### src/fsk_pkg.sv
package fsk_pkg;

   // ==========================================================
   // Register offsets (byte addresses on the register bus)
   // ==========================================================
   localparam logic [7:0]  ADDR_CFG      = 8'h00;
   localparam logic [7:0]  ADDR_SEC      = 8'h04;
   localparam logic [7:0]  ADDR_PROT     = 8'h08;
   localparam logic [7:0]  ADDR_STAT     = 8'h0C;
   localparam logic [7:0]  ADDR_CMD      = 8'h10;
   localparam logic [7:0]  ADDR_ARR_ADDR = 8'h14;
   localparam logic [7:0]  ADDR_ARR_DATA = 8'h18;

   // ==========================================================
   // Field positions
   // ==========================================================
   localparam int          CFG_KEY_BIT   = 0;
   localparam int          SEC_KEY_UNLOCK_ENABLE_LSB = 6;
   localparam int          SEC_STATE_LSB = 0;
   localparam int          STAT_CMD_BUFFER_EMPTY_FLAG    = 7;
   localparam int          STAT_CMD_COMPLETE_FLAG     = 6;
   localparam int          STAT_PROTECTION_VIOLATION_FLAG    = 5;
   localparam int          STAT_ACCESS_ERROR_FLAG   = 4;
   localparam int          STAT_BUSY     = 0;
   localparam int          PROT_EN_BIT   = 7;
   localparam int          SECTOR_LSB    = 9;

   // ==========================================================
   // Reset values, codes and timing
   // ==========================================================
   localparam logic [7:0]  CFG_RST        = 8'h00;
   localparam logic [7:0]  PROT_RST       = 8'h00;
   localparam logic [7:0]  CMD_RST        = 8'h00;
   localparam logic [7:0]  CMD_SECT_ERASE = 8'h40;
   localparam logic [15:0] KEY_BASE       = 16'hFF00;
   localparam logic [15:0] KEY_ZERO       = 16'h0000;
   localparam logic [15:0] KEY_ONES       = 16'hFFFF;
   localparam logic [15:0] INVALID_DATA   = 16'hFFFF;
   localparam logic [1:0]  KEY_UNLOCK_ENABLE_ON       = 2'h2;
   localparam logic [1:0]  SEC_UNSECURE   = 2'h2;
   localparam logic [2:0]  KEY_WORDS      = 3'h4;
   // Erase duration: not specified, default is a plain choice
   localparam int          ERASE_CYCLES_DEF = 1000;

   typedef enum logic [1:0] {
      SEQ_IDLE,
      SEQ_ADDR,
      SEQ_CMD
   } fsk_seq_t;

   typedef enum logic [1:0] {
      KEY_IDLE,
      KEY_COLLECT,
      KEY_LOCKED
   } fsk_key_t;

endpackage

### src/fsk_key_fsm.sv
`timescale 1ns/1ps
`default_nettype none

module fsk_key_fsm
   import fsk_pkg::*;
(
   input  wire logic        clk_in,
   input  wire logic        rst_n_in,
   input  wire logic        key_mode_in,
   input  wire logic        wr_in,
   input  wire logic [15:0] addr_in,
   input  wire logic [15:0] data_in,
   input  wire logic [63:0] key_in,
   input  wire logic        allowed_in,
   output logic             unsecure_out,
   output logic             locked_out
);

   fsk_key_t   state_reg;
   fsk_key_t   state_next;
   logic [2:0] cnt_reg;
   logic [2:0] cnt_next;
   logic       unsec_next;

   wire logic [15:0] exp_addr  = KEY_BASE + {13'h0000, cnt_reg[1:0], 1'b0};
   wire logic [15:0] key_word  = key_in[{cnt_reg[1:0], 4'h0} +: 16];
   wire logic        forbidden = (data_in == KEY_ZERO) ||
                                 (data_in == KEY_ONES);
   wire logic        word_bad  = (addr_in != exp_addr) ||
                                 (data_in != key_word) || forbidden ||
                                 (cnt_reg == KEY_WORDS);
   wire logic        all_in    = (cnt_reg == KEY_WORDS);

   always_comb begin
      state_next = state_reg;
      cnt_next   = cnt_reg;
      unsec_next = 1'b0;
      unique case (state_reg)
         KEY_IDLE: begin
            if (key_mode_in) begin
               state_next = KEY_COLLECT;
               cnt_next   = 3'h0;
            end
         end
         KEY_COLLECT: begin
            if (!key_mode_in) begin
               // Enable dropped: clean finish only after all words
               if (all_in) begin
                  state_next = KEY_IDLE;
                  unsec_next = allowed_in;
               end else if (cnt_reg != 3'h0) begin
                  state_next = KEY_LOCKED;
               end else begin
                  state_next = KEY_IDLE;
               end
            end else if (wr_in) begin
               if (word_bad) begin
                  state_next = KEY_LOCKED;
               end else begin
                  cnt_next = cnt_reg + 3'h1;
               end
            end
         end
         KEY_LOCKED: begin
            // Only a device reset leaves this state
            state_next = KEY_LOCKED;
         end
      endcase
   end

   always_ff @(posedge clk_in or negedge rst_n_in) begin
      if (!rst_n_in) begin
         state_reg    <= KEY_IDLE;
         cnt_reg      <= 3'h0;
         unsecure_out <= 1'b0;
      end else begin
         state_reg    <= state_next;
         cnt_reg      <= cnt_next;
         unsecure_out <= unsec_next;
      end
   end

   assign locked_out = (state_reg == KEY_LOCKED);

   // ==========================================================
   // Assertions
   // ==========================================================
   fifth_word_a: assert property (
      @(posedge clk_in) disable iff (!rst_n_in)
      (state_reg == KEY_COLLECT && key_mode_in && wr_in &&
       cnt_reg == KEY_WORDS) |=> locked_out)
      else $error("fifth key word did not lock");

   forbid_word_a: assert property (
      @(posedge clk_in) disable iff (!rst_n_in)
      (state_reg == KEY_COLLECT && key_mode_in && wr_in &&
       (data_in == KEY_ZERO || data_in == KEY_ONES)) |=> locked_out)
      else $error("forbidden key word accepted");

   lock_hold_a: assert property (
      @(posedge clk_in) disable iff (!rst_n_in)
      locked_out |=> locked_out && !unsecure_out)
      else $error("lock state left without reset");

   drop_lock_a: assert property (
      @(posedge clk_in) disable iff (!rst_n_in)
      (state_reg == KEY_COLLECT && !key_mode_in &&
       cnt_reg != 3'h0 && cnt_reg != KEY_WORDS) |=> locked_out)
      else $error("early enable drop did not lock");

   unsec_cause_a: assert property (
      @(posedge clk_in) disable iff (!rst_n_in)
      unsecure_out |-> $past(cnt_reg) == KEY_WORDS &&
                       $past(allowed_in) && !$past(key_mode_in))
      else $error("unsecure without four good words");

   key_ok_c: cover property (
      @(posedge clk_in) disable iff (!rst_n_in) unsecure_out);

   key_lock_c: cover property (
      @(posedge clk_in) disable iff (!rst_n_in) $rose(locked_out));

endmodule

`default_nettype wire

### src/fsk_top.sv
`timescale 1ns/1ps
`default_nettype none

// Summary of operation
// - Sector erase clears one 512-byte sector alone
// - Sector from array address; bits 15:9, data ignored
// - Writing one to buffer-empty flag launches
// - Protected sector sets violation flag, no launch
// - Complete flag sets at end unless buffered
// - Key words 0x0000, 0xFFFF never accepted
// - Array reads invalid while key-write enabled
// - Key unlock only when unlock field is 1:0
// - Good key sequence forces security state 1:0
// - Illegal key operation locks the state machine
// - Device reset releases the lock state
// - Mismatch, order, fifth, forbidden, enable drop lock
// - Security byte untouched; reloaded after reset
// - Stored key words untouched by key sequence
// - Protection settings untouched by key sequence
// - No unsecure via debug in special single chip
// - Unsecured device may reprogram key words
// - Launch clears complete flag, re-sets buffer-empty
module fsk_top
   import fsk_pkg::*;
#(
   parameter int ERASE_CYCLES = ERASE_CYCLES_DEF
)(
   input  wire logic        clk_in,
   input  wire logic        rst_n_in,
   input  wire logic        psel_in,
   input  wire logic        penable_in,
   input  wire logic        pwrite_in,
   input  wire logic [7:0]  paddr_in,
   input  wire logic [31:0] pwdata_in,
   output logic [31:0]      prdata_out,
   output logic             pready_out,
   output logic             pslverr_out,
   output logic [15:0]      flash_addr_out,
   input  wire logic [15:0] flash_rdata_in,
   input  wire logic [63:0] backdoor_key_in,
   input  wire logic [7:0]  security_byte_in,
   input  wire logic        special_single_chip_in,
   input  wire logic        bdm_active_in,
   output logic             erase_start_out,
   output logic [6:0]       erase_sector_out,
   output logic             erase_busy_out,
   output logic             unsecured_out,
   output logic             key_locked_out
);

   localparam logic [15:0] ERASE_LAST = 16'(ERASE_CYCLES - 1);

   // ==========================================================
   // Register bus decode
   // ==========================================================
   logic [7:0]  cfg_reg;
   logic [7:0]  prot_reg;
   logic [7:0]  cmd_reg;
   logic [15:0] arr_addr_reg;
   logic [1:0]  key_unlock_enable_reg;
   logic [1:0]  sec_state_reg;
   logic        sec_load_reg;
   logic        cmd_buffer_empty_flag_reg;
   logic        cmd_complete_flag_reg;
   logic        protection_violation_flag_reg;
   logic        access_error_flag_reg;
   fsk_seq_t    step_reg;
   logic [15:0] buf_addr_reg;
   logic        busy_reg;
   logic [15:0] cnt_reg;
   logic        pend_reg;
   logic [6:0]  pend_sector_reg;
   logic        key_unsecure;
   logic        key_locked;

   wire logic sel_cfg  = (paddr_in == ADDR_CFG);
   wire logic sel_sec  = (paddr_in == ADDR_SEC);
   wire logic sel_prot = (paddr_in == ADDR_PROT);
   wire logic sel_stat = (paddr_in == ADDR_STAT);
   wire logic sel_cmd  = (paddr_in == ADDR_CMD);
   wire logic sel_aadr = (paddr_in == ADDR_ARR_ADDR);
   wire logic sel_adat = (paddr_in == ADDR_ARR_DATA);
   wire logic mapped   = sel_cfg | sel_sec | sel_prot | sel_stat |
                         sel_cmd | sel_aadr | sel_adat;

   wire logic access   = psel_in & penable_in;
   wire logic setup_rd = psel_in & ~penable_in & ~pwrite_in;
   wire logic wr_en    = access & pwrite_in & mapped;

   wire logic key_mode = cfg_reg[CFG_KEY_BIT];
   wire logic arr_wr   = wr_en & sel_adat;
   wire logic cmd_wr   = wr_en & sel_cmd;
   wire logic stat_wr  = wr_en & sel_stat;
   wire logic launch_wr = stat_wr & pwdata_in[STAT_CMD_BUFFER_EMPTY_FLAG];
   wire logic flag_err = protection_violation_flag_reg | access_error_flag_reg;

   // ==========================================================
   // Command sequencing
   // ==========================================================
   wire logic key_area  = (arr_addr_reg[15:3] == KEY_BASE[15:3]);
   wire logic unsecured = (sec_state_reg == SEC_UNSECURE);
   // Key words are writable only once the device is unsecured
   wire logic key_guard = key_area & ~unsecured;
   wire logic seq_wr    = arr_wr & ~key_mode & ~flag_err &
                          ~key_guard;
   wire logic guard_err = arr_wr & ~key_mode & ~flag_err & key_guard;
   wire logic cmd_ok    = cmd_wr & (step_reg == SEQ_ADDR) &
                          (pwdata_in[7:0] == CMD_SECT_ERASE);
   wire logic cmd_bad   = cmd_wr & ~cmd_ok;
   wire logic abort_wr  = stat_wr & ~pwdata_in[STAT_CMD_BUFFER_EMPTY_FLAG] &
                          (step_reg != SEQ_IDLE);
   wire logic [6:0] sector = buf_addr_reg[15:SECTOR_LSB];
   wire logic prot_hit_s = prot_reg[PROT_EN_BIT] &
                           (sector >= prot_reg[6:0]);
   wire logic armed     = launch_wr & (step_reg == SEQ_CMD) &
                          cmd_buffer_empty_flag_reg;
   wire logic prot_hit  = armed & prot_hit_s;
   wire logic launch_ok = armed & ~prot_hit_s;
   wire logic acc_set   = guard_err | cmd_bad | abort_wr;

   // ==========================================================
   // Erase engine
   // ==========================================================
   wire logic done_w    = busy_reg & (cnt_reg == 16'h0000);
   wire logic free_now  = ~busy_reg | (done_w & ~pend_reg);
   wire logic start_new = launch_ok & free_now;
   wire logic start_pnd = done_w & pend_reg;
   wire logic pend_set  = launch_ok & ~free_now;
   wire logic cmd_complete_flag_set  = done_w & ~pend_reg & ~launch_ok;

   always_ff @(posedge clk_in or negedge rst_n_in) begin
      if (!rst_n_in) begin
         step_reg     <= SEQ_IDLE;
         buf_addr_reg <= 16'h0000;
         cmd_reg      <= CMD_RST;
      end else begin
         if (launch_ok || prot_hit || abort_wr || cmd_bad) begin
            step_reg <= SEQ_IDLE;
         end else if (seq_wr) begin
            // A new array write restarts the sequence
            step_reg     <= SEQ_ADDR;
            buf_addr_reg <= arr_addr_reg;
         end else if (cmd_ok) begin
            step_reg <= SEQ_CMD;
            cmd_reg  <= pwdata_in[7:0];
         end
      end
   end

   always_ff @(posedge clk_in or negedge rst_n_in) begin
      if (!rst_n_in) begin
         busy_reg         <= 1'b0;
         cnt_reg          <= 16'h0000;
         pend_reg         <= 1'b0;
         pend_sector_reg  <= 7'h00;
         erase_start_out  <= 1'b0;
         erase_sector_out <= 7'h00;
      end else begin
         erase_start_out <= start_new | start_pnd;
         if (start_new || start_pnd) begin
            busy_reg         <= 1'b1;
            cnt_reg          <= ERASE_LAST;
            erase_sector_out <= start_pnd ? pend_sector_reg : sector;
         end else if (done_w) begin
            busy_reg <= 1'b0;
         end else if (busy_reg) begin
            cnt_reg <= cnt_reg - 16'h0001;
         end
         if (pend_set) begin
            pend_reg        <= 1'b1;
            pend_sector_reg <= sector;
         end else if (start_pnd) begin
            pend_reg <= 1'b0;
         end
      end
   end

   // ==========================================================
   // Status flags
   // ==========================================================
   always_ff @(posedge clk_in or negedge rst_n_in) begin
      if (!rst_n_in) begin
         cmd_buffer_empty_flag_reg  <= 1'b1;
         cmd_complete_flag_reg   <= 1'b1;
         protection_violation_flag_reg  <= 1'b0;
         access_error_flag_reg <= 1'b0;
      end else begin
         // Buffer stays busy while a second command waits
         if (launch_ok) begin
            cmd_buffer_empty_flag_reg <= 1'b0;
         end else if (!cmd_buffer_empty_flag_reg && !pend_reg) begin
            cmd_buffer_empty_flag_reg <= 1'b1;
         end
         if (launch_ok) begin
            cmd_complete_flag_reg <= 1'b0;
         end else if (cmd_complete_flag_set) begin
            cmd_complete_flag_reg <= 1'b1;
         end
         // Hardware set wins over a same-cycle software clear
         protection_violation_flag_reg  <= prot_hit |
                       (protection_violation_flag_reg & ~(stat_wr & pwdata_in[STAT_PROTECTION_VIOLATION_FLAG]));
         access_error_flag_reg <= acc_set |
                       (access_error_flag_reg & ~(stat_wr & pwdata_in[STAT_ACCESS_ERROR_FLAG]));
      end
   end

   // ==========================================================
   // Configuration and security
   // ==========================================================
   wire logic key_allowed = (key_unlock_enable_reg == KEY_UNLOCK_ENABLE_ON) & ~sec_load_reg &
                    ~(special_single_chip_in & bdm_active_in);

   always_ff @(posedge clk_in or negedge rst_n_in) begin
      if (!rst_n_in) begin
         cfg_reg      <= CFG_RST;
         prot_reg     <= PROT_RST;
         arr_addr_reg <= 16'h0000;
      end else begin
         if (wr_en && sel_cfg) begin
            cfg_reg <= pwdata_in[7:0];
         end
         // Only software writes this; the key path never does
         if (wr_en && sel_prot) begin
            prot_reg <= pwdata_in[7:0];
         end
         if (wr_en && sel_aadr) begin
            arr_addr_reg <= pwdata_in[15:0];
         end
      end
   end

   // Security comes from the options byte once per reset; the key
   // path only overrides the live state, never the stored byte
   always_ff @(posedge clk_in or negedge rst_n_in) begin
      if (!rst_n_in) begin
         sec_load_reg  <= 1'b1;
         key_unlock_enable_reg     <= 2'h0;
         sec_state_reg <= 2'h0;
      end else if (sec_load_reg) begin
         sec_load_reg  <= 1'b0;
         key_unlock_enable_reg     <= security_byte_in[SEC_KEY_UNLOCK_ENABLE_LSB +: 2];
         sec_state_reg <= security_byte_in[SEC_STATE_LSB +: 2];
      end else if (key_unsecure) begin
         sec_state_reg <= SEC_UNSECURE;
      end
   end

   // Key words come in read-only; nothing here writes them back
   fsk_key_fsm u_key (
      .clk_in       (clk_in),
      .rst_n_in     (rst_n_in),
      .key_mode_in  (key_mode),
      .wr_in        (arr_wr & key_mode),
      .addr_in      (arr_addr_reg),
      .data_in      (pwdata_in[15:0]),
      .key_in       (backdoor_key_in),
      .allowed_in   (key_allowed),
      .unsecure_out (key_unsecure),
      .locked_out   (key_locked)
   );

   // ==========================================================
   // Read path and outputs
   // ==========================================================
   wire logic [15:0] arr_rdata = key_mode ? INVALID_DATA
                                          : flash_rdata_in;
   wire logic [7:0]  stat_rd = {cmd_buffer_empty_flag_reg, cmd_complete_flag_reg, protection_violation_flag_reg,
                                access_error_flag_reg, 3'h0, busy_reg};
   wire logic [7:0]  sec_rd  = {key_unlock_enable_reg, 4'h0, sec_state_reg};
   wire logic [31:0] rd_mux  =
      sel_cfg  ? {24'h000000, cfg_reg}  :
      sel_sec  ? {24'h000000, sec_rd}   :
      sel_prot ? {24'h000000, prot_reg} :
      sel_stat ? {24'h000000, stat_rd}  :
      sel_cmd  ? {24'h000000, cmd_reg}  :
      sel_aadr ? {16'h0000, arr_addr_reg} :
      sel_adat ? {16'h0000, arr_rdata}  : 32'h00000000;

   // Data is caught in the setup cycle so the answer needs no wait
   always_ff @(posedge clk_in or negedge rst_n_in) begin
      if (!rst_n_in) begin
         prdata_out <= 32'h00000000;
      end else if (setup_rd) begin
         prdata_out <= rd_mux;
      end
   end

   assign pready_out     = 1'b1;
   assign pslverr_out    = access & ~mapped;
   assign flash_addr_out = arr_addr_reg;
   assign erase_busy_out = busy_reg;
   assign unsecured_out  = unsecured;
   assign key_locked_out = key_locked;

   // ==========================================================
   // Assertions
   // ==========================================================
   launch_clr_a: assert property (
      @(posedge clk_in) disable iff (!rst_n_in)
      launch_ok |=> !cmd_complete_flag_reg && !cmd_buffer_empty_flag_reg)
      else $error("launch did not clear flags");

   cmd_buffer_empty_flag_back_a: assert property (
      @(posedge clk_in) disable iff (!rst_n_in)
      (launch_ok && free_now) |=> ##1 cmd_buffer_empty_flag_reg)
      else $error("buffer-empty not restored");

   prot_block_a: assert property (
      @(posedge clk_in) disable iff (!rst_n_in)
      prot_hit |=> protection_violation_flag_reg && !erase_start_out &&
                   (cmd_complete_flag_reg || !$past(cmd_complete_flag_reg)))
      else $error("protected erase launched");

   erase_end_a: assert property (
      @(posedge clk_in) disable iff (!rst_n_in)
      (done_w && !pend_reg && !launch_ok) |=> cmd_complete_flag_reg && !busy_reg)
      else $error("complete flag missing after erase");

   pend_hold_a: assert property (
      @(posedge clk_in) disable iff (!rst_n_in)
      start_pnd |=> !cmd_complete_flag_reg && erase_start_out && busy_reg)
      else $error("buffered erase not started");

   invalid_rd_a: assert property (
      @(posedge clk_in) disable iff (!rst_n_in)
      (setup_rd && sel_adat && key_mode) |=>
         prdata_out[15:0] == INVALID_DATA)
      else $error("array read valid in key mode");

   unsec_keep_a: assert property (
      @(posedge clk_in) disable iff (!rst_n_in)
      (key_unsecure && !sec_load_reg && !(wr_en && sel_prot)) |=>
         unsecured_out && prot_reg == $past(prot_reg))
      else $error("unsecure changed protection");

   bdm_refuse_a: assert property (
      @(posedge clk_in) disable iff (!rst_n_in)
      (special_single_chip_in && bdm_active_in) |=> !key_unsecure)
      else $error("unlock allowed in debug special mode");

   erase_c: cover property (
      @(posedge clk_in) disable iff (!rst_n_in) cmd_complete_flag_set);

   buffered_c: cover property (
      @(posedge clk_in) disable iff (!rst_n_in) pend_set);

   protection_violation_flag_c: cover property (
      @(posedge clk_in) disable iff (!rst_n_in) prot_hit);

endmodule

`default_nettype wire
### config.mk
export PLATFORM = sky130hd
export DESIGN_NAME = fsk_top
export DESIGN_NICKNAME = d
export VERILOG_FILES = /design/src/fsk_pkg.sv /design/src/fsk_key_fsm.sv /design/src/fsk_top.sv
export SDC_FILE = /design/constraint.sdc
export NUM_CORES = 1
export LEC_CHECK = 0
export ABC_CLOCK_PERIOD_IN_PS = 6900
export BUFFER_PORTS_ARGS = -buffer_cell sky130_fd_sc_hd__buf_4
export CAP_MARGIN = 5
export CORE_UTILIZATION = 23
export DETAILED_ROUTE_END_ITERATION = 8
export HOLD_SLACK_MARGIN = 0.12
export SLEW_MARGIN = 10
export SYNTH_ARGS = -nofsm -noshare
export SYNTH_HDL_FRONTEND = slang
export SYNTH_HIERARCHICAL = 1
export SYNTH_SLANG_ARGS = --single-unit
### constraint.sdc
create_clock -name clk_in -period 6.9 [get_ports clk_in]
set_clock_uncertainty 0.1 [all_clocks]
set_input_delay 0.69 -clock clk_in [delete_from_list [all_inputs] [get_ports clk_in]]
set_output_delay 0.69 -clock clk_in [all_outputs]
set_load 0.03 [all_outputs]
==> key figures <==
Run status
  – Status: complete, but fails checks
  – Failing checks: DRC

Drt
  – Vias: 6,095
  – Initial DRC count: between 400 and 500
  – DRC errors left: 1
  – Drt first pass iters: 7
  – Routed Antenna Nets: 0
  – Routed len/inst: 17.1 um
  – Routed WL: 21,300 um
  – DR vias/cell: 4.89

Synthesis
  – Yosys reg bits: 113
  – Synth warnings: 6
  – Mean Syn Cell Area: 9.94 um^2
  – Synth cell types: 78
  – Yosys top cell by area: dfrtp_1
  – Mapped Cells: 695
  – Synth cell count leaders: dfrtp_1 (110), nand2_1 (59), mux2_2 (41)
  – Synth Cell Area: 6910 um^2
  – Synth top area share: 39.8%
  – Sequential share of the synthesized area: between 40% and 50%
  – Synth area leaders: dfrtp_1 (40%), mux2_2 (6.7%), mux4_2 (3.3%)
  – EDFF count, synth: 0
  – Async set or reset register ratio after synthesis: 100%
  – Top_reg_cell synth: dfrtp_1
  – Most instantiated library cell after synthesis: dfrtp_1

CTS
  – CTS H-tree depth: 4
  – Worst-path clk slew: roughly 60 ps
  – Post-cts resize count: 0
  – Sink Count: 113
  – Hold-fix buffers, CTS: 0
  – Worst skew pair latency: 420 ps
  – Root Buffer: clkbuf_16
  – Clk buf depth: 2
  – CTS tree: built
  – Post-CTS Setup Inserts: 0
  – Num CTS Buffers: 17

Worst setup path
  – Crit path required time: 7100 ps
  – Crit path launch type: flop
  – Delay-heaviest family, CP: simple AND/OR/NAND/NOR gates
  – Crit-path max cell delay: about 900 ps
  – Crit path max fanout: 24
  – CP max-delay cell: dfrtp_1
  – CP cell instances: inv_1 -> ha_1 -> a2111oi_0 -> nand4_1 -> nor4b_4 -> and4_1 -> nor3_2
  – Crit path depth: 7
  – Crit path buf inv count: 1
  – Kind of critical path: flop to flop
  – Register-to-Register Path Depth: 7
  – Crit end category: flop
  – CP Data Arrival Time: 3470 ps

Finish
  – Antenna cells: 0
  – Share of cells above drive strength 1: 31.9%
  – Nets@finish: 992
  – Layout area overhead: 29.2%
  – Multi-input gate area: 3690 um^2
  – Number of fill cells in the layout: 3,116
  – FF/Latch Area: 2830 um^2

STA
  – Max Slew Vio Count: 0
  – Worst-Margin Slew: around 1200 ps
  – Final hold violation count: 0
  – TNS Setup: 0 ps
  – # setup viols final: 0
  – Fmax: 0.306 GHz
  – RSZ-0062 raised after global routing: no
  – Final worst path period need: 3260 ps
  – Fin crit share: roughly 47%
  – Slew headroom: 17.3%

Global route
  – First-pass GRT wire length: 33,400 um
  – Gr ovfl total: 0
  – Total global-route track usage: 14.2%
  – Vias in the first global route: 5,953
  – Largest net degree at the start of global routing: 67
  – Initial antenna violation count: 0

Die
  – Die width: 175 um
  – Die ar.: 30,700 um^2
  – CORE AREA: 29,600 um^2
  – Row cnt: 63
  – Die height: 175 um
  – I/O Pins: between 150 and 200
  – Starting Density: around a quarter

Power
  – Peak VDD IR: around 0.00016 V
  – Pwr dens: about 190 nW/um^2
  – Leakage Power: 0.00399 uW
  – Final Power: 1660 uW

Placement
  – Buffers on Ports: 158
  – RD Place Congestion: 0.828
  – DP HPWL: roughly 16,000 um

Job
  – MaxCap Viol Count: 0

Min path
  – Hold crit path type: input port to async pin
==> worst reg2reg max path: stages (launching register included) <==
cell and delay, ps:
dfrtp_1 880, inv_1 100, ha_1 220, a2111oi_0 670
nand4_1 240, nor4b_4 590, and4_1 290, nor3_2 40
==> routing by layer <==
layer  share of wire [%]  vias to the layer above  track usage (%)  wire length [um]
met5                   0                        -                0                 0
met1                  44                     3037             18.8              9340
li1                    -                     2814                -                 -
met4                0.59                        0             3.80               125
met2                  50                      234             23.3             10600
met3                 5.7                       10             3.07              1220
==> final cells by class <==
class / instances / area share [%]
Multi-Input combinational cell: 509 / 41.3
Clock buffer: 19 / 4.96
Inverter: 38 / 1.60
Timing Repair Buffer: 165 / 13.9
Tap cell: 390 / 5.47
Sequential cell: 113 / 31.7
Clock inverter: 12 / 1.05
==> cell families (layout without fill, tap and decap cells) <==
logic type / after synthesis / count (layout) / share of synthesized area, %
muxes: 73 / 73 / 13.9
xor gates and xnor gates: 30 / 30 / 3.91
buffers and inverters: 89 / 234 / 6.61
AOI/OAI and AO/OA: 134 / 134 / 12.9
and+or+nand+nor: 241 / 241 / 19.3
adders and majority gates: 13 / 13 / 2.35
other: 2 / 18 / 0.109
DFF: 113 / 113 / 41.0
==> power breakdown <==
part | switching, uW | total (uW) | internal (uW) | leakage (uW)
clock network | 310 | 805 | 495 | 0.000268
registers | 9.36 | 681 | 672 | 0.00137
logic | 96.1 | 175 | 78.5 | 0.00236
==> layout by cell type (no fill, tap or decap), types with 4 or more instances in the layout <==
| cell type | count |
|---|---|
| a31oi_1 | 10 |
| nor3_1 | 16 |
| or3_1 | 4 |
| a211oi_1 | 4 |
| mux2i_1 | 18 |
| ha_1 | 13 |
| clkinv_2 | 8 |
| a21oi_1 | 30 |
| mux2_2 | 41 |
| nor4_1 | 20 |
| xnor2_1 | 17 |
| nand3_1 | 19 |
| conb_1 | 18 |
| or4_1 | 7 |
| buf_4 | 165 |
| a41oi_1 | 8 |
| mux4_2 | 10 |
| xor2_1 | 12 |
| and3_1 | 6 |
| o21ai_0 | 37 |
| nand4_1 | 19 |
| inv_1 | 38 |
| and2_1 | 9 |
| nand2b_1 | 8 |
| dfrtp_1 | 110 |
| nor2b_1 | 7 |
| nor2_1 | 40 |
| a32oi_1 | 5 |
| nand2_1 | 59 |
| clkbuf_16 | 17 |
| a2bb2oi_1 | 5 |
==> per-stage QoR <==
| step | hold WS (ps) | util, % | cells | area [um^2] | setup WS (ps) |
|---|---|---|---|---|---|
| floorplan | 294 | - | 711 | 6970 | 4120 |
| global placement | 327 | 28.4 | 1215 | 8390 | 3360 |
| detailed placement | 341 | 28.4 | 1215 | 8390 | 3340 |
| CTS | 220 | 30.2 | 1246 | 8930 | 3690 |
| global route | 237 | 30.2 | 1246 | 8930 | 3390 |
| finish | 200 | 30.2 | 1246 | 8930 | 3640 |
==> path summary, 6_finish.rpt <==
path	start	endpoint	slack (ps)
max	u_key/cnt_reg[1]$_DFFE_PN0P_	u_key/state_reg[0]$_DFFE_PN0P_	3640
min	rst_n_in	cnt_reg[11]$_DFFE_PN0P_	200
max reg2reg	u_key/cnt_reg[1]$_DFFE_PN0P_	u_key/state_reg[0]$_DFFE_PN0P_	3640
min reg2reg	cmd_reg[6]$_DFFE_PN0P_	cmd_reg[6]$_DFFE_PN0P_	350
max in group asynchronous	rst_n_in	flash_addr_out[6]$_DFFE_PN0P_	5190
min in group clk_in	cmd_reg[6]$_DFFE_PN0P_	cmd_reg[6]$_DFFE_PN0P_	350
Note: power is estimated with default switching activity, not from simulation.
